### src/gpio_port_defines.svh
`ifndef GPIO_PORT_DEFINES_SVH
`define GPIO_PORT_DEFINES_SVH

// ==========================================================================
// Register bus geometry
`define ADDR_W 8
`define DATA_W 8

// ==========================================================================
// Register offsets, one byte lane per port, four ports
`define OFS_DATA_BASE 8'h00
`define OFS_MODE_HI_BASE 8'h04
`define OFS_MODE_LO_BASE 8'h08
`define OFS_AIN_DIS 8'h0C
`define OFS_DRIVE_BASE 8'h10
`define OFS_STRONG_BASE 8'h14

// ==========================================================================
// Port geometry
`define NUM_PORTS 4
`define PORT_W 8
`define NUM_PINS 26
`define PORT3_MASK 8'h03
`define FULL_MASK 8'hFF

// ==========================================================================
// Reset values
`define LATCH_RST 8'hFF
`define MODE_HI_RST 8'hFF
`define MODE_LO_RST 8'h00
`define AIN_DIS_RST 8'h00
`define AIN_DIS_MASK 8'h3E

// ==========================================================================
// Pins with restricted configuration (flat index = port * 8 + bit)
`define PIN_RST_IDX 13
`define PIN_SCL_IDX 10
`define PIN_SDA_IDX 11

// ==========================================================================
// Strong pull-up pulse length in CPU clocks
`define STRONG_PU_CLKS 2
`define STRONG_CNT_W 2

`endif

### src/gpio_port_pkg.sv
package gpio_port_pkg;

  // ========================================================================
  // Output mode, {select high, select low}
  typedef enum logic [1:0] {
    MODE_QUASI = 2'h0,
    MODE_PUSH_PULL = 2'h1,
    MODE_INPUT_ONLY = 2'h2,
    MODE_OPEN_DRAIN = 2'h3
  } pin_mode_e;

endpackage

### src/sync2.sv
`timescale 1ns/1ps

module sync2 #(
  parameter int WIDTH = 1
) (
  // Clock and reset
  input wire logic clk_sys,
  input wire logic rst_n,
  // Data
  input wire logic [WIDTH-1:0] d,
  output logic [WIDTH-1:0] q
);

  logic [WIDTH-1:0] meta_r;
  logic [WIDTH-1:0] sync_r;

  // ========================================================================
  // Two-stage synchroniser; first stage feeds only the second
  always_ff @(posedge clk_sys or negedge rst_n) begin
    if (!rst_n) begin
      meta_r <= '0;
      sync_r <= '0;
    end else begin
      meta_r <= d;
      sync_r <= meta_r;
    end
  end

  assign q = sync_r;

endmodule

### src/pin_ctrl.sv
`timescale 1ns/1ps
`include "gpio_port_defines.svh"

module pin_ctrl #(
  parameter int STRONG_CLKS = `STRONG_PU_CLKS,
  parameter int CNT_W = `STRONG_CNT_W
) (
  // Clock and reset
  input wire logic clk_sys,
  input wire logic rst_n,
  // Configuration and state
  input wire logic [1:0] mode,
  input wire logic latch,
  input wire logic pin_lvl,
  // Pull controls
  output logic pd_en,
  output logic pu_strong_en,
  output logic pu_weak_en,
  output logic pu_vweak_en
);

  logic latch_q_r;
  logic [CNT_W-1:0] cnt_r;
  logic quasi;
  logic push_pull;
  logic rise;

  // Mode decode
  assign quasi = (mode == gpio_port_pkg::MODE_QUASI);
  assign push_pull = (mode == gpio_port_pkg::MODE_PUSH_PULL);
  assign rise = latch & ~latch_q_r;

  // ========================================================================
  // Latch history for 0 to 1 detection
  always_ff @(posedge clk_sys or negedge rst_n) begin
    if (!rst_n) begin
      latch_q_r <= 1'b1;
    end else begin
      latch_q_r <= latch;
    end
  end

  // Remaining cycles of the strong pull-up pulse after the rising cycle
  always_ff @(posedge clk_sys or negedge rst_n) begin
    if (!rst_n) begin
      cnt_r <= '0;
    end else if (!quasi || !latch) begin
      cnt_r <= '0;
    end else if (rise) begin
      cnt_r <= CNT_W'(STRONG_CLKS - 1);
    end else if (cnt_r != '0) begin
      cnt_r <= cnt_r - 1'b1;
    end
  end

  // ========================================================================
  // Pull-down is shared by every driving mode
  assign pd_en = ~latch & (mode != gpio_port_pkg::MODE_INPUT_ONLY);
  // Strong pull-up: timed in quasi mode, steady in push-pull
  assign pu_strong_en = latch & ((quasi & (rise | (cnt_r != '0)))
                        | push_pull);
  // Weak pull-up follows the sensed level
  assign pu_weak_en = quasi & latch & pin_lvl;
  // Very weak pull-up follows the latch only
  assign pu_vweak_en = quasi & latch;

endmodule

### src/gpio_port_mode_config.sv
// Chosen here: the placing of the registers and the strobed register port.
`timescale 1ns/1ps
`include "gpio_port_defines.svh"

// Function
// Two mode bits per pin: quasi, push-pull, input-only, open drain.
// Reset-shared pin is always input; its mode bits are ignored.
// Two-wire clock and data pins: only input-only or open drain.
// Quasi mode: latch 0 drives strong low, latch 1 pulls weakly high.
// Quasi mode: very weak pull-up on whenever latch holds 1.
// Quasi mode: weak pull-up on only when latch and pin are 1.
// Quasi mode: latch 0 to 1 gives strong pull-up for two clocks.
// Open drain: no pull-ups; pull-down only while latch holds 0.
// Push-pull: same pull-down; strong pull-up steady while latch is 1.
// Port 0 analog disable bits 1 to 5 turn off digital inputs.
// Reads of a port bit with disabled input return 0.
// Analog disable bits clear to 0 on every reset.
// After power-up every pin sits in input-only mode.
// Software sets input-only and disable bit for analog pins.
// Enabled inputs read the synchronised pin level in every mode.

module gpio_port_mode_config (
  // Clock and reset
  input wire logic clk_sys,
  input wire logic rst_n,
  // Register port
  input wire logic [`ADDR_W-1:0] reg_addr,
  input wire logic [`DATA_W-1:0] reg_wdata,
  input wire logic reg_wr,
  input wire logic reg_rd,
  output logic [`DATA_W-1:0] reg_rdata,
  // Pads
  input wire logic [`NUM_PINS-1:0] pad_i,
  output logic [`NUM_PINS-1:0] pad_o,
  output logic [`NUM_PINS-1:0] pad_oe,
  // Pull controls per pin
  output logic [`NUM_PINS-1:0] pd_en,
  output logic [`NUM_PINS-1:0] pu_strong_en,
  output logic [`NUM_PINS-1:0] pu_weak_en,
  output logic [`NUM_PINS-1:0] pu_vweak_en,
  // Digital input enable per pin
  output logic [`NUM_PINS-1:0] din_en
);

  // ========================================================================
  // Storage
  logic [`PORT_W-1:0] latch_r [`NUM_PORTS];
  logic [`PORT_W-1:0] pin_mode_select_high_r [`NUM_PORTS];
  logic [`PORT_W-1:0] pin_mode_select_low_r [`NUM_PORTS];
  logic [`PORT_W-1:0] port0_analog_input_disable_r;
  logic [`DATA_W-1:0] rdata_r;
  logic [`DATA_W-1:0] rdata_nxt;

  // Flattened per-pin views
  logic [`NUM_PINS-1:0] latch_flat;
  logic [`NUM_PINS-1:0] pin_sync;
  logic [`NUM_PINS-1:0] pin_read;
  logic [1:0] eff_mode [`NUM_PINS];
  // Pad drive split by level
  logic [`NUM_PINS-1:0] drive_low;
  logic [`NUM_PINS-1:0] drive_high;

  // Register decode and write enables
  logic [`NUM_PORTS-1:0] data_hit;
  logic [`NUM_PORTS-1:0] mode_hi_hit;
  logic [`NUM_PORTS-1:0] mode_lo_hit;
  logic [`NUM_PORTS-1:0] drive_hit;
  logic [`NUM_PORTS-1:0] strong_hit;
  logic ain_hit;
  logic [`NUM_PORTS-1:0] data_we;
  logic [`NUM_PORTS-1:0] mode_hi_we;
  logic [`NUM_PORTS-1:0] mode_lo_we;
  logic ain_we;

  // Per-port read views
  logic [`PORT_W-1:0] port_in [`NUM_PORTS];
  logic [`PORT_W-1:0] port_drive [`NUM_PORTS];
  logic [`PORT_W-1:0] port_strong [`NUM_PORTS];

  // ========================================================================
  // Helper functions

  // Bits that exist in a port
  function automatic logic [`PORT_W-1:0] port_mask(input int p);
    logic [`PORT_W-1:0] m;
    m = `FULL_MASK;
    if (p == `NUM_PORTS - 1) begin
      m = `PORT3_MASK;
    end
    return m;
  endfunction

  // Address match against one register of a per-port bank
  function automatic logic bank_hit(input logic [`ADDR_W-1:0] addr,
                                    input logic [`ADDR_W-1:0] base,
                                    input int p);
    return addr == (base + `ADDR_W'(p));
  endfunction

  // Mode seen by the pin logic after pin restrictions
  function automatic logic [1:0] restrict_mode(input int idx,
                                               input logic hi,
                                               input logic lo);
    logic [1:0] m;
    m = {hi, lo};
    if (idx == `PIN_RST_IDX) begin
      m = gpio_port_pkg::MODE_INPUT_ONLY;
    end else if (idx == `PIN_SCL_IDX || idx == `PIN_SDA_IDX) begin
      m = {1'b1, lo};
    end
    return m;
  endfunction

  // Gather one port's bits from a flat pin vector
  function automatic logic [`PORT_W-1:0] port_bits(
      input logic [`NUM_PINS-1:0] v, input int p);
    logic [`PORT_W-1:0] b;
    b = '0;
    for (int i = 0; i < `PORT_W; i++) begin
      if (p * `PORT_W + i < `NUM_PINS) begin
        b[i] = v[p * `PORT_W + i];
      end
    end
    return b;
  endfunction

  // ========================================================================
  // Address decode; each bank holds one register per port
  for (genvar p = 0; p < `NUM_PORTS; p++) begin : g_dec
    assign data_hit[p] = bank_hit(reg_addr, `OFS_DATA_BASE, p);
    assign mode_hi_hit[p] = bank_hit(reg_addr, `OFS_MODE_HI_BASE, p);
    assign mode_lo_hit[p] = bank_hit(reg_addr, `OFS_MODE_LO_BASE, p);
    assign drive_hit[p] = bank_hit(reg_addr, `OFS_DRIVE_BASE, p);
    assign strong_hit[p] = bank_hit(reg_addr, `OFS_STRONG_BASE, p);
  end
  // Single register outside the banks
  assign ain_hit = (reg_addr == `OFS_AIN_DIS);

  // Write enables; a strobe only lands on the register it addresses
  assign data_we = data_hit & {`NUM_PORTS{reg_wr}};
  assign mode_hi_we = mode_hi_hit & {`NUM_PORTS{reg_wr}};
  assign mode_lo_we = mode_lo_hit & {`NUM_PORTS{reg_wr}};
  assign ain_we = ain_hit & reg_wr;

  // ========================================================================
  // Output latches, written by software
  always_ff @(posedge clk_sys or negedge rst_n) begin
    if (!rst_n) begin
      for (int p = 0; p < `NUM_PORTS; p++) begin
        latch_r[p] <= `LATCH_RST & port_mask(p);
      end
    end else begin
      for (int p = 0; p < `NUM_PORTS; p++) begin
        if (data_we[p]) begin
          latch_r[p] <= reg_wdata & port_mask(p);
        end
      end
    end
  end

  // Mode select high bits; power-up leaves every pin input-only
  always_ff @(posedge clk_sys or negedge rst_n) begin
    if (!rst_n) begin
      for (int p = 0; p < `NUM_PORTS; p++) begin
        pin_mode_select_high_r[p] <= `MODE_HI_RST & port_mask(p);
      end
    end else begin
      for (int p = 0; p < `NUM_PORTS; p++) begin
        if (mode_hi_we[p]) begin
          pin_mode_select_high_r[p] <= reg_wdata & port_mask(p);
        end
      end
    end
  end

  // Mode select low bits
  always_ff @(posedge clk_sys or negedge rst_n) begin
    if (!rst_n) begin
      for (int p = 0; p < `NUM_PORTS; p++) begin
        pin_mode_select_low_r[p] <= `MODE_LO_RST;
      end
    end else begin
      for (int p = 0; p < `NUM_PORTS; p++) begin
        if (mode_lo_we[p]) begin
          pin_mode_select_low_r[p] <= reg_wdata & port_mask(p);
        end
      end
    end
  end

  // Port 0 digital input disable, bits 1 to 5 only
  always_ff @(posedge clk_sys or negedge rst_n) begin
    if (!rst_n) begin
      port0_analog_input_disable_r <= `AIN_DIS_RST;
    end else if (ain_we) begin
      port0_analog_input_disable_r <= reg_wdata & `AIN_DIS_MASK;
    end
  end

  // ========================================================================
  // Pad input synchroniser
  sync2 #(
    .WIDTH(`NUM_PINS)
  ) u_pad_sync (
    .clk_sys(clk_sys),
    .rst_n(rst_n),
    .d(pad_i),
    .q(pin_sync)
  );

  // ========================================================================
  // Per-pin mode decode and pull control
  for (genvar i = 0; i < `NUM_PINS; i++) begin : g_pin
    localparam int P = i / `PORT_W;
    localparam int B = i % `PORT_W;

    // Latch and effective mode of this pin
    assign latch_flat[i] = latch_r[P][B];
    assign eff_mode[i] = restrict_mode(i, pin_mode_select_high_r[P][B],
                                       pin_mode_select_low_r[P][B]);

    // Pull controls of this pin
    pin_ctrl u_pin (
      .clk_sys(clk_sys),
      .rst_n(rst_n),
      .mode(eff_mode[i]),
      .latch(latch_flat[i]),
      .pin_lvl(pin_sync[i]),
      .pd_en(pd_en[i]),
      .pu_strong_en(pu_strong_en[i]),
      .pu_weak_en(pu_weak_en[i]),
      .pu_vweak_en(pu_vweak_en[i])
    );

    // Digital input gate; only port 0 bits 1 to 5 can be disabled
    if (P == 0) begin : g_ain
      assign din_en[i] = ~port0_analog_input_disable_r[B];
    end else begin : g_dig
      assign din_en[i] = 1'b1;
    end

    // Read value of this pin
    assign pin_read[i] = pin_sync[i] & din_en[i];
  end

  // ========================================================================
  // Pad drive: low through the pull-down, high through the strong pull-up
  assign drive_low = pd_en;
  assign drive_high = pu_strong_en & ~pd_en;
  // Weak pull-ups are not a drive, so they never raise the enable
  assign pad_oe = drive_low | drive_high;
  // Driven level; meaningful only while the enable is high
  assign pad_o = drive_high;

  // ========================================================================
  // Per-port views for the read multiplexer
  for (genvar p = 0; p < `NUM_PORTS; p++) begin : g_view
    assign port_in[p] = port_bits(pin_read, p);
    assign port_drive[p] = port_bits(pad_oe, p);
    assign port_strong[p] = port_bits(pu_strong_en, p);
  end

  // ========================================================================
  // Read multiplexer; unmapped addresses read 0
  always_comb begin
    rdata_nxt = '0;
    for (int p = 0; p < `NUM_PORTS; p++) begin
      if (data_hit[p]) begin
        rdata_nxt = port_in[p];
      end
      if (mode_hi_hit[p]) begin
        rdata_nxt = pin_mode_select_high_r[p];
      end
      if (mode_lo_hit[p]) begin
        rdata_nxt = pin_mode_select_low_r[p];
      end
      if (drive_hit[p]) begin
        rdata_nxt = port_drive[p];
      end
      if (strong_hit[p]) begin
        rdata_nxt = port_strong[p];
      end
    end
    // Disable register sits outside the banks
    if (ain_hit) begin
      rdata_nxt = port0_analog_input_disable_r;
    end
  end

  // Read data valid only in the cycle after the read strobe
  always_ff @(posedge clk_sys or negedge rst_n) begin
    if (!rst_n) begin
      rdata_r <= '0;
    end else if (reg_rd) begin
      rdata_r <= rdata_nxt;
    end else begin
      rdata_r <= '0;
    end
  end

  // Read data leaves straight from the flop
  assign reg_rdata = rdata_r;

endmodule

### config.mk
export PLATFORM = sky130hd
export DESIGN_NAME = gpio_port_mode_config
export DESIGN_NICKNAME = d
export VERILOG_FILES = /design/src/gpio_port_pkg.sv /design/src/sync2.sv /design/src/pin_ctrl.sv /design/src/gpio_port_mode_config.sv
export VERILOG_INCLUDE_DIRS = /design/src
export SDC_FILE = /design/constraint.sdc
export NUM_CORES = 1
export LEC_CHECK = 0
export ABC_AREA = 1
export BUFFER_PORTS_ARGS = -buffer_cell sky130_fd_sc_hd__buf_2
export CAP_MARGIN = 20
export CELL_PAD_IN_SITES_DETAIL_PLACEMENT = 1
export CELL_PAD_IN_SITES_GLOBAL_PLACEMENT = 1
export CORE_MARGIN = 2
export CORE_UTILIZATION = 44
export DETAILED_ROUTE_END_ITERATION = 6
export HOLD_SLACK_MARGIN = 0.03
export PLACE_DENSITY = 0.88
export SETUP_SLACK_MARGIN = 0.02
export SLEW_MARGIN = 20
export SYNTH_ARGS = -nofsm -noshare
export SYNTH_HDL_FRONTEND = slang
export SYNTH_SLANG_ARGS = --single-unit
export TNS_END_PERCENT = 5
### constraint.sdc
create_clock -name clk_sys -period 2.9 [get_ports clk_sys]
set_input_delay 0.29 -clock clk_sys [delete_from_list [all_inputs] [get_ports clk_sys]]
set_output_delay 0.29 -clock clk_sys [all_outputs]
set_load 0.02 [all_outputs]
==> key figures, run 1 <==
Setup path
  – Crit Path Category: flip-flop to output pin
  – Max FO, Critical Path: 3
  – Worst setup EP type: output pin
  – Reg-to-Reg Start: g_pin[7].u_pin.cnt_r[0]
  – Reg2Reg Setup Slack: 300 ps
  – CP Launch Point: g_pin[7].u_pin.cnt_r[0]
  – CP required: 2610 ps
  – CP arrival: 2340 ps
  – Reg2Reg Depth: 17
  – Reg2Reg Capture Point: reg_rdata[7]
  – Startpoint Class: flip-flop

Synth
  – Dominant cell type by area after synthesis: dfrtp_1
  – Yosys warning count: 0
  – Sequential cell area fraction in the yosys report: 47.5%
  – Flops & latches, synth: 211
  – Synth Instances: roughly 1400
  – Number of flops mapped to enable cells by yosys: 0
  – Synth Cell Area: approximately 0.011 mm2
  – Top-count cell post-synth: inv_1
  – Commonest cells post-synth: inv_1 (250), nand2_1 (237), o21ai_0 (155)
  – Count of cell types in the netlist: 38
  – Yosys top cell area share: between 30% and 40%
  – Post-Syn Area per Cell: 7.99 um2
  – Top cells by area, synth: dfrtp_1 (30%), dfstp_2 (17%), buf_4 (9.4%)
  – Top FF cell, synth: dfrtp_1
  – Ys async rst share: 100%

Floorplan
  – Full die area: 0.0270 mm2
  – IO Count: 236
  – Row count: 58
  – Die Ht: 164 um
  – Starting Density: roughly 45%
  – Core area: ~0.025 mm2
  – Die width: 164 um

Finish
  – Synthesis-to-finish area growth: 13.7%
  – Layout cells sized above 1: a little over a fifth
  – Final #Nets: 1621
  – ANT cells: 0
  – Final Cell Area: 0.0129 mm2
  – Number of fillers in the final layout: roughly 3100

Global route
  – Grt total ovfl: 0
  – Largest net degree at the start of global routing: 81
  – First-pass GRT wire length: 55900 um
  – Initial antenna violation count: 0
  – GRT Overall Usage: 26.6%
  – Number of global-route vias before repair: 10500

Pwr
  – Max IR drop VDD: 0.413 mV
  – Total power: slightly above 7 mW
  – Leakage dissipation: 6.36 nW
  – PwrDens: 550 mW/mm2

Clocking
  – Cts bufs inserted: 25
  – Post-CTS setup buffers: 0
  – Post-CTS sizing: 0
  – Longest Clk Path Bufs: 3
  – Sink Count: 211
  – Quantity of hold-fixing buffers added after cts: 27
  – Htree depth: 1
  – Worst-path clk slew: 60 ps
  – Root Buffer: clkbuf_16
  – Clock Latency Late Sink: 520 ps
  – CTS tree: yes

Drt
  – WL met2: 17500 um
  – DR WL met3: 2270 um
  – DR top layer: met4
  – Drc violations: 0
  – Vias: approximately 10000
  – First-pass DRT Iterations: 5
  – Wirelength per Cell: 18.8 um
  – Initial DRC count: 798
  – Routed Antenna Nets: 0
  – Final wirelength: 35700 um
  – Met1 WL: 14700 um
  – Routed vias/inst: 5.25

Placement
  – Hpwl dp: 26400 um
  – IO buf count: 200
  – Gpl congestion: 0.891
  – Place WS: 380 ps
  – Placed inst area: ~0.012 mm2

Timing
  – Slew @ Worst Pin: approximately 700 ps
  – Final Setup Violations: 0
  – Peak Freq: ~380 MHz
  – Post-route minimum period: 2630 ps
  – Final hold vios: 0
  – Final Max Slew Viols: 0
  – RSZ-0062 raised after global routing: no
  – Rel. slew slack: a little over half
  – Sum Neg Setup Slack: 0 ps
  – Clock skew: between 5 and 6 ps
  – Worst setup margin: 266 ps
  – Worst hold slack: 114 ps
  – Tcrit/Tclk final: 90.8%

Min path
  – Hold Path Origin: reg_rd
  – Worst min-delay path class: input pin to flip-flop
  – Min-Delay Endpoint: reg_rdata[4]
  – Min-Delay Path Depth: 3

Outcome
  – Status: completed

Run
  – Max-cap violations: 0
## kinds of logic after synthesis
family / synth area share (%)
AO/OA/AOI/OAI: 11.8
XOR/XNOR: 0.620
adder cells (fa/ha/maj): 2.55
buffers and inverters: 18.4
flip-flops: 47.5
multiplexers: 0.0886
other: 0.0665
AND/OR/NAND/NOR: 19.0
## metrics by stage
stage	cells	util [%]
after global routing	1899	51.0
final	1899	51.0
after global placement	1828	46.8
after floorplan	1448	-
after CTS	1899	51.0
after detailed placement	1828	46.8
## where the power goes
group	total, mW	switching, mW	internal, mW
Sequential	3.20	0.0992	3.10
Combinational	0.823	0.594	0.229
Clock	3.05	1.22	1.82
Total	7.07	1.91	5.16
## layout by cell type (no fill, tap or decap), drive strengths merged, types with 2 or more instances in the layout
| master | Yosys | final |
|---|---|---|
| a2111oi | 6 | 6 |
| a21oi | 55 | 55 |
| a311oi | 3 | 3 |
| a31oi | 4 | 4 |
| and2 | 2 | 2 |
| buf | 144 | 204 |
| clkbuf | 11 | 41 |
| clkinv | 1 | 3 |
| conb | 2 | 35 |
| dfrtp | 137 | 137 |
| dfstp | 74 | 74 |
| dlygate4sd3 | 0 | 27 |
| ha | 23 | 23 |
| inv | 255 | 255 |
| nand2 | 240 | 240 |
| nand3 | 49 | 49 |
| nand3b | 5 | 5 |
| nand4 | 4 | 4 |
| nor2 | 153 | 153 |
| nor3 | 47 | 47 |
| o2111ai | 2 | 2 |
| o211ai | 2 | 2 |
| o21ai | 165 | 165 |
| o22ai | 4 | 4 |
| o31ai | 4 | 4 |
| o41ai | 2 | 2 |
| or2 | 10 | 10 |
| xnor2 | 8 | 8 |
## layer usage
metal,vias up,global-route usage (%)
met5,-,0
li1,4558,-
met3,89,4.42
met2,382,45.3
met1,4946,34.0
met4,0,9.73
## how the worst max path moves through the flow
stage,slack (ps),to
5_1_grt,100,reg_rdata[7]
4_1_cts,320,pu_strong_en[22]
6_report,270,pad_oe[7]
3_5_place_dp,380,reg_rdata[2]
3_3_place_gp,510,reg_rdata[6]
2_1_floorplan,780,reg_rdata[6]
## registers in the layout, indices dropped and copies added (netlist names)
| signal | count |
|---|---|
| eff_mode | 48 |
| g_pin.u_pin.cnt_r | 46 |
| g_pin.u_pin.latch_q_r | 23 |
| latch_flat | 25 |
| pin_mode_select_high_r | 3 |
| pin_mode_select_low_r | 1 |
| port0_analog_input_disable_r | 5 |
| reg_rdata | 8 |
| u_pad_sync.meta_r | 26 |
| u_pad_sync.q | 26 |
## final cells by class
| type | count | area (um2) | share of cell area, % |
|---|---|---|---|
| Clock buffer | 40 | 742 | 5.77 |
| Multi-Input combinational cell | 826 | 3970 | 30.9 |
| Clock inverter | 4 | 47.5 | 0.370 |
| Timing Repair Buffer | 232 | 1340 | 10.4 |
| Sequential cell | 211 | 5370 | 41.8 |
| Inverter | 256 | 961 | 7.48 |
| Tap cell | 330 | 413 | 3.21 |
## worst max-delay path, cell delays in order, from the launching register on
cell	delay (ps)
dfrtp_1	380
inv_1	90
ha_1	200
inv_1	90
nor2_1	110
inv_1	60
o21ai_0	300
o21ai_0	340
buf_2	260
(Power assumes the default switching activity.)
==> inputs of run 2 (changes only) <==
--- a/config.mk
+++ b/config.mk
@@ -12,13 +12,13 @@
 export CELL_PAD_IN_SITES_DETAIL_PLACEMENT = 1
 export CELL_PAD_IN_SITES_GLOBAL_PLACEMENT = 1
 export CORE_MARGIN = 2
-export CORE_UTILIZATION = 44
+export CORE_UTILIZATION = 41
 export DETAILED_ROUTE_END_ITERATION = 6
 export HOLD_SLACK_MARGIN = 0.03
-export PLACE_DENSITY = 0.88
+export MAX_ROUTING_LAYER = met4
+export PLACE_DENSITY = 0.82
 export SETUP_SLACK_MARGIN = 0.02
 export SLEW_MARGIN = 20
 export SYNTH_ARGS = -nofsm -noshare
 export SYNTH_HDL_FRONTEND = slang
 export SYNTH_SLANG_ARGS = --single-unit
-export TNS_END_PERCENT = 5
==> constraint.sdc (replaced) <==
create_clock -name clk_sys -period 2.95 [get_ports clk_sys]
set_input_delay 0.295 -clock clk_sys [delete_from_list [all_inputs] [get_ports clk_sys]]
set_output_delay 0.295 -clock clk_sys [all_outputs]
set_load 0.02 [all_outputs]
==> key figures, run 2 (synthesized netlist as in run 1, its figures left out) <==
Finish
  – Most common cell after layout, fill and taps aside: inv_1
  – Final #Nets: 1621 (unchanged)
  – Synthesis-to-finish area growth: 14.9%
  – Most frequent cells in the layout: inv_1 (250), nand2_1 (237), buf_2 (199)
  – Fin cells: 1914 (+0.79%)
  – Layout cells sized above 1: 22.1% (+0.34 points)
  – Max reg flops: 48 (unchanged)

Clocking
  – Post-CTS setup buffers: 0 (unchanged)
  – CTS tree: yes
  – Sink Count: 211 (unchanged)
  – Longest Clk Path Bufs: 3 (unchanged)
  – Htree depth: 1 (unchanged)
  – Worst-path clk slew: 60 ps (about the same)
  – Clock Latency Late Sink: 530 ps (about the same)
  – Root Buffer: clkbuf_16
  – Cts bufs inserted: 26 (+4.0%)

Timing
  – Clock skew: 7.48 ps (+2.25 ps)
  – Sum Neg Setup Slack: 0 ps (unchanged)
  – Tcrit/Tclk final: 87.3%
  – RSZ-0062 raised after global routing: no
  – Slew @ Worst Pin: 721 ps (+18.0 ps)
  – Final Setup Violations: 0 (unchanged)
  – Rel. slew slack: 51.9% (-1.2 points)
  – Worst setup margin: 376 ps (+110 ps)
  – Final hold vios: 0 (unchanged)
  – Post-route minimum period: 2570 ps
  – Peak Freq: 388 MHz
  – Final Max Slew Viols: 0 (unchanged)

Min path
  – Min-Delay Path Depth: 3 (unchanged)
  – Hold Path Origin: reg_rd
  – Min-Delay Endpoint: reg_rdata[4]
  – Worst min-delay path class: input pin to flip-flop

Setup path
  – Max FO, Critical Path: 5 (+2)
  – CP arrival: 3000 ps (+660 ps)
  – Critical path cell sequence: inv_1, nor2_1, o31ai_2, o21ai_0, nand2_1, nand2_1, o41ai_1, nand4_1, a21oi_1, nand3_1, nand2_1, inv_1
  – WP buf/inv: 2 (-2)
  – CP required: 3380 ps (+770 ps)
  – Reg2Reg Setup Slack: 380 ps (+80 ps)
  – Crit Path Category: flip-flop to flip-flop
  – Crit-path max cell delay: 410 ps (+30 ps)
  – Reg2Reg Capture Point: reg_rdata[6]
  – CP dominant cell by count: nand2_1
  – Cell family with most CP delay: compound AO/OA/AOI/OAI gates
  – Reg-to-Reg Start: latch_flat[6]
  – Worst setup EP type: flip-flop
  – Startpoint Class: flip-flop
  – Reg2Reg Depth: 12 (-5)
  – Slowest-stage cell, CP: o31ai_2

Drt
  – Drc violations: 0 (unchanged)
  – First-pass DRT Iterations: 5 (unchanged)
  – Wirelength per Cell: 18.0 um (-4.5%)
  – Initial DRC count: 642 (-20%)
  – Routed vias/inst: 5.10 (-2.9%)
  – Vias: 9759 (-2.2%)
  – Final wirelength: 34400 um (-3.8%)
  – Routed Antenna Nets: 0 (unchanged)

Global route
  – Grt total ovfl: 0 (unchanged)
  – Number of global-route vias before repair: 10100 (-3.7%)
  – Initial antenna violation count: 1 (+1)
  – Largest net degree at the start of global routing: 88 (+8.6%)
  – First-pass GRT wire length: 53900 um (-3.5%)
  – GRT Overall Usage: 24.5% (-2.0 points)

Floorplan
  – IO Count: 236 (unchanged)
  – Row count: 60 (+3.4%)
  – Core area: 0.0270 mm2 (+7.3%)
  – Starting Density: 41.8% (-3.1 points)
  – Die width: 170 um (+3.5%)
  – Full die area: 0.0289 mm2 (+7.1%)
  – Die Ht: 170 um (+3.5%)

Pwr
  – Switching power: 1.96 mW (+2.2%)
  – PwrDens: 562 mW/mm2 (+2.1%)
  – Internal power: 5.34 mW (+3.5%)
  – Total power: 7.29 mW (+3.2%)
  – Combinational share of power: 10.9% (-0.7 points)
  – Leakage dissipation: 6.42 nW (+0.86%)
  – Max IR drop VDD: 0.354 mV (-14%)
  – Sw frac: 26.8% (-0.25 points)
  – Seq pwr share: 43.1% (-2.2 points)
  – Clock share of power: 45.9% (+2.8 points)

Placement
  – Place WS: 481 ps (+101 ps)
  – Hpwl dp: 25900 um (-2.0%)
  – IO buf count: 200 (unchanged)
  – Placed cell count: 1838 (+0.55%)
  – Gpl congestion: 0.899 (+0.90%)

Outcome
  – Status: completed

Run
  – Max-cap violations: 0 (unchanged)
[run 2: metrics by stage]
step	area [um2]	util, %	hold slack [ps]
5_1_grt	13000	48.0	132
3_3_place_gp	11800	43.7	332
4_1_cts	13000	48.0	109
2_1_floorplan	11400	-	-0.591
3_5_place_dp	11800	43.7	336
6_report	13000	48.0	131
[run 2: final cells by class]
class,instances,area [um2]
inverter,256,961
clock buffer,38,767
timing repair buffer,231,1350
sequential,211,5370
clock inverter,10,134
fill,3350,14000
multi-input combinational,826,3970
antenna,1,2.50
tap,341,427
[run 2: worst reg2reg max path: cells and delay by family, from the launching register on]
family / cells / cell delay, ps
flip-flops: 1 / 380
AND/OR/NAND/NOR: 6 / 680
buffers and inverters: 2 / 230
AO/OA/AOI/OAI: 4 / 1190
[run 2: what timing repair did]
action | 4_1_cts | 5_1_grt
hold buffers | 27 | 0
gates resized for setup | 0 | 0
hold endpoints to repair | 79 | 0
[run 2: worst max path at each step]
| stage | from | endpoint | slack, ps | depth (start not counted) |
|---|---|---|---|---|
| global route | latch_flat[6] | reg_rdata[6] | 230 | 12 |
| global placement | g_pin[6].u_pin.cnt_r[0] | reg_rdata[6] | 480 | 13 |
| floorplan | g_pin[6].u_pin.cnt_r[0] | reg_rdata[6] | 830 | 13 |
| finish | latch_flat[6] | reg_rdata[6] | 380 | 12 |
| detailed placement | g_pin[6].u_pin.cnt_r[0] | reg_rdata[6] | 480 | 13 |
| CTS | latch_flat[3] | pad_oe[3] | 400 | 6 |
[run 2: power groups by stage]
stage | registers (mW) | clock network (mW) | logic, mW
global route | 3.16 | 3.52 | 0.883
CTS | 3.14 | 3.41 | 0.802
detailed placement | 3.19 | 0 | 0.768
finish | 3.15 | 3.35 | 0.799
floorplan | 3.15 | 0 | 0.562
global placement | 3.18 | 0 | 0.743
[run 2: layer usage]
layer	global-route usage [%]	part of all wire (%)	routed length [um]
met1	30.9	43	14700
met2	41.0	49	16700
met3	3.07	5.5	1880
met4	8.36	3.2	1090
met5	-	0	0
==> inputs of run 3 (changes only) <==
--- a/config.mk
+++ b/config.mk
@@ -12,11 +12,11 @@
 export CELL_PAD_IN_SITES_DETAIL_PLACEMENT = 1
 export CELL_PAD_IN_SITES_GLOBAL_PLACEMENT = 1
 export CORE_MARGIN = 2
-export CORE_UTILIZATION = 41
+export CORE_UTILIZATION = 44
 export DETAILED_ROUTE_END_ITERATION = 6
 export HOLD_SLACK_MARGIN = 0.03
 export MAX_ROUTING_LAYER = met4
-export PLACE_DENSITY = 0.82
+export PLACE_DENSITY = 0.88
 export SETUP_SLACK_MARGIN = 0.02
 export SLEW_MARGIN = 20
 export SYNTH_ARGS = -nofsm -noshare
==> constraint.sdc (replaced) <==
create_clock -name clk_sys -period 3.05 [get_ports clk_sys]
set_input_delay 0.305 -clock clk_sys [delete_from_list [all_inputs] [get_ports clk_sys]]
set_output_delay 0.305 -clock clk_sys [all_outputs]
set_load 0.02 [all_outputs]
==> key figures, run 3 (synthesized netlist as in run 1, its figures left out) <==
Outcome
  – Status: completed

Setup path
  – CP arrival: 3140 ps (+140 ps)
  – Crit Path Category: flip-flop to flip-flop
  – Startpoint Class: flip-flop
  – Max FO, Critical Path: 5 (unchanged)
  – CP required: 3450 ps (+70 ps)
  – Critical path cell sequence: inv_1, ha_1, inv_1, o31ai_2, o21ai_0, nand2_1, nand2_1, o41ai_1, nand4_1, a21oi_1, nand3_1, nand2_1, inv_1
  – Crit-path max cell delay: 440 ps (+30 ps)
  – Slowest-stage cell, CP: o31ai_2
  – Worst setup EP type: flip-flop

Finish
  – Final core utilization: 51.2% (+3.2 points)
  – Most common cell after layout, fill and taps aside: inv_1
  – Max reg flops: 48 (unchanged)
  – Fin cells: 1900 (-0.73%)
  – Storage cell area: 0.00537 mm2 (unchanged)
  – Most frequent cells in the layout: inv_1 (250), nand2_1 (237), buf_2 (199)
  – Final Cell Area: 0.0129 mm2 (-0.69%)
  – Synthesis-to-finish area growth: 14.1%
  – Multi-input gate area: 0.00397 mm2 (unchanged)
  – Number of fillers in the final layout: 3141 (-6.2%)
  – Final #Nets: 1620 (-0.062%)
  – Layout cells sized above 1: 22.1% (-0.085 points)

Run
  – Max-cap violations: 0 (unchanged)

Clocking
  – Cts bufs inserted: 24 (-7.7%)
  – Sink Count: 211 (unchanged)
  – Worst-path clk slew: 60 ps (about the same)
  – Clock Latency Late Sink: 520 ps (about the same)
  – Post-CTS setup buffers: 0 (unchanged)
  – Longest Clk Path Bufs: 3 (unchanged)
  – Htree depth: 1 (unchanged)
  – CTS tree: yes
  – Root Buffer: clkbuf_16

Floorplan
  – Starting Density: 44.9% (+3.1 points)
  – Die width: 164 um (-3.4%)
  – Core area: 0.0252 mm2 (-6.8%)
  – IO Count: 236 (unchanged)
  – Die Ht: 164 um (-3.4%)
  – Row count: 58 (-3.3%)
  – Full die area: 0.0270 mm2 (-6.7%)

Placement
  – Hpwl dp: 26000 um (+0.48%)
  – IO buf count: 200 (unchanged)
  – Place WS: 456 ps (-24.2 ps)
  – Gpl congestion: 0.900 (about the same)
  – Placed cell count: 1828 (-0.54%)
  – Placed inst area: 0.0118 mm2 (-0.27%)

Min path
  – Worst min-delay path class: input pin to flip-flop

Timing
  – Clock skew: 16.5 ps (+9.02 ps)
  – Tcrit/Tclk final: 89.6% (+2.4 points)
  – Worst hold slack: 115 ps (-15.8 ps)
  – Worst setup margin: 316 ps (-59.9 ps)
  – Sum Neg Setup Slack: 0 ps (unchanged)
  – Final Setup Violations: 0 (unchanged)
  – Final hold vios: 0 (unchanged)
  – Rel. slew slack: 50.1% (-1.8 points)
  – Post-route minimum period: 2730 ps (+160 ps)
  – Slew @ Worst Pin: 742 ps (+21.0 ps)
  – Final Max Slew Viols: 0 (unchanged)
  – RSZ-0062 raised after global routing: no
  – Peak Freq: 366 MHz (-5.8%)

Global route
  – Initial antenna violation count: 1 (unchanged)
  – Largest net degree at the start of global routing: 78 (-11%)
  – First-pass GRT wire length: 55200 um (+2.5%)
  – Grt total ovfl: 0 (unchanged)
  – GRT Overall Usage: 27.0% (+2.4 points)
  – Number of global-route vias before repair: 10500 (+3.6%)

Pwr
  – Sw frac: 26.6% (-0.24 points)
  – Combinational share of power: 11.3% (+0.4 points)
  – Clock share of power: 44.6% (-1.3 points)
  – PwrDens: 534 mW/mm2 (-4.9%)
  – Internal power: 5.06 mW (-5.2%)
  – Switching power: 1.83 mW (-6.3%)
  – Leakage dissipation: 6.39 nW (-0.37%)
  – Seq pwr share: 44.2% (+1.1 points)
  – Total power: 6.89 mW (-5.5%)
  – Max IR drop VDD: 0.359 mV (+1.4%)

Drt
  – Routed Antenna Nets: 0 (unchanged)
  – Initial DRC count: 613 (-4.5%)
  – Vias: 9870 (+1.1%)
  – Wirelength per Cell: 18.5 um (+3.1%)
  – First-pass DRT Iterations: 5 (unchanged)
  – Routed vias/inst: 5.19 (+1.9%)
  – Drc violations: 0 (unchanged)
  – Final wirelength: 35200 um (+2.4%)
==> run 3: changes by cell type in the layout (fill, tap and decap cells not counted), sizes merged <==
cell / previous run / this run
clkbuf: 39 / 37
buf: 203 / 204
clkinvlp: 2 / 0
clkinv: 5 / 6
inv: 256 / 255
==> run 3: power groups by stage <==
stage | Combinational [mW] | Sequential (mW) | Clock [mW]
2_1_floorplan | 0.544 | 3.05 | 0
3_3_place_gp | 0.713 | 3.08 | 0
3_5_place_dp | 0.740 | 3.09 | 0
4_1_cts | 0.776 | 3.04 | 3.10
5_1_grt | 0.852 | 3.05 | 3.22
6_report | 0.778 | 3.04 | 3.07
==> run 3: repair_timing <==
action                                 4_1_cts  5_1_grt
gates resized for setup                      0        0
hold buffers                                27        0
endpoints found under the hold margin       75        0
==> run 3: critical path, delay by kind of cell (launching register included) <==
family | cells | cell delay, ps
AO/OA/AOI/OAI | 4 | 1320
adder cells (fa/ha/maj) | 1 | 150
buffers and inverters | 3 | 220
flip-flops | 1 | 380
AND/OR/NAND/NOR | 5 | 540
==> run 3: cell type report <==
cell class,count,share of cell area [%]
antenna,1,0.0194
clock buffer,36,5.64
clock inverter,8,0.893
inverter,256,7.45
multi-input combinational,826,30.8
sequential,211,41.7
tap,330,3.20
timing repair buffer,232,10.3
==> run 3: per-layer routing <==
layer / up-vias / part of all wire, % / GRT usage (%)
met5: - / 0 / -
met1: 4887 / 42 / 32.6
met3: 106 / 5.4 / 3.86
met2: 329 / 49 / 45.2
met4: 0 / 4.4 / 11.4
li1: 4548 / - / -
==> run 3: final timing paths <==
kind | start | to | slack, ps | cells past startpoint
worst max register to register | g_pin[6].u_pin.cnt_r[0] | reg_rdata[6] | 320 | 13
worst min-delay path | reg_rd | reg_rdata[3] | 120 | 3
worst min register to register | u_pad_sync.meta_r[21] | u_pad_sync.q[21] | 350 | 0
min in group asynchronous | rst_n | u_pad_sync.q[7] | 360 | 2
max in group asynchronous | rst_n | g_pin[19].u_pin.latch_q_r | 1830 | 3
worst max-delay path | g_pin[6].u_pin.cnt_r[0] | reg_rdata[6] | 320 | 13
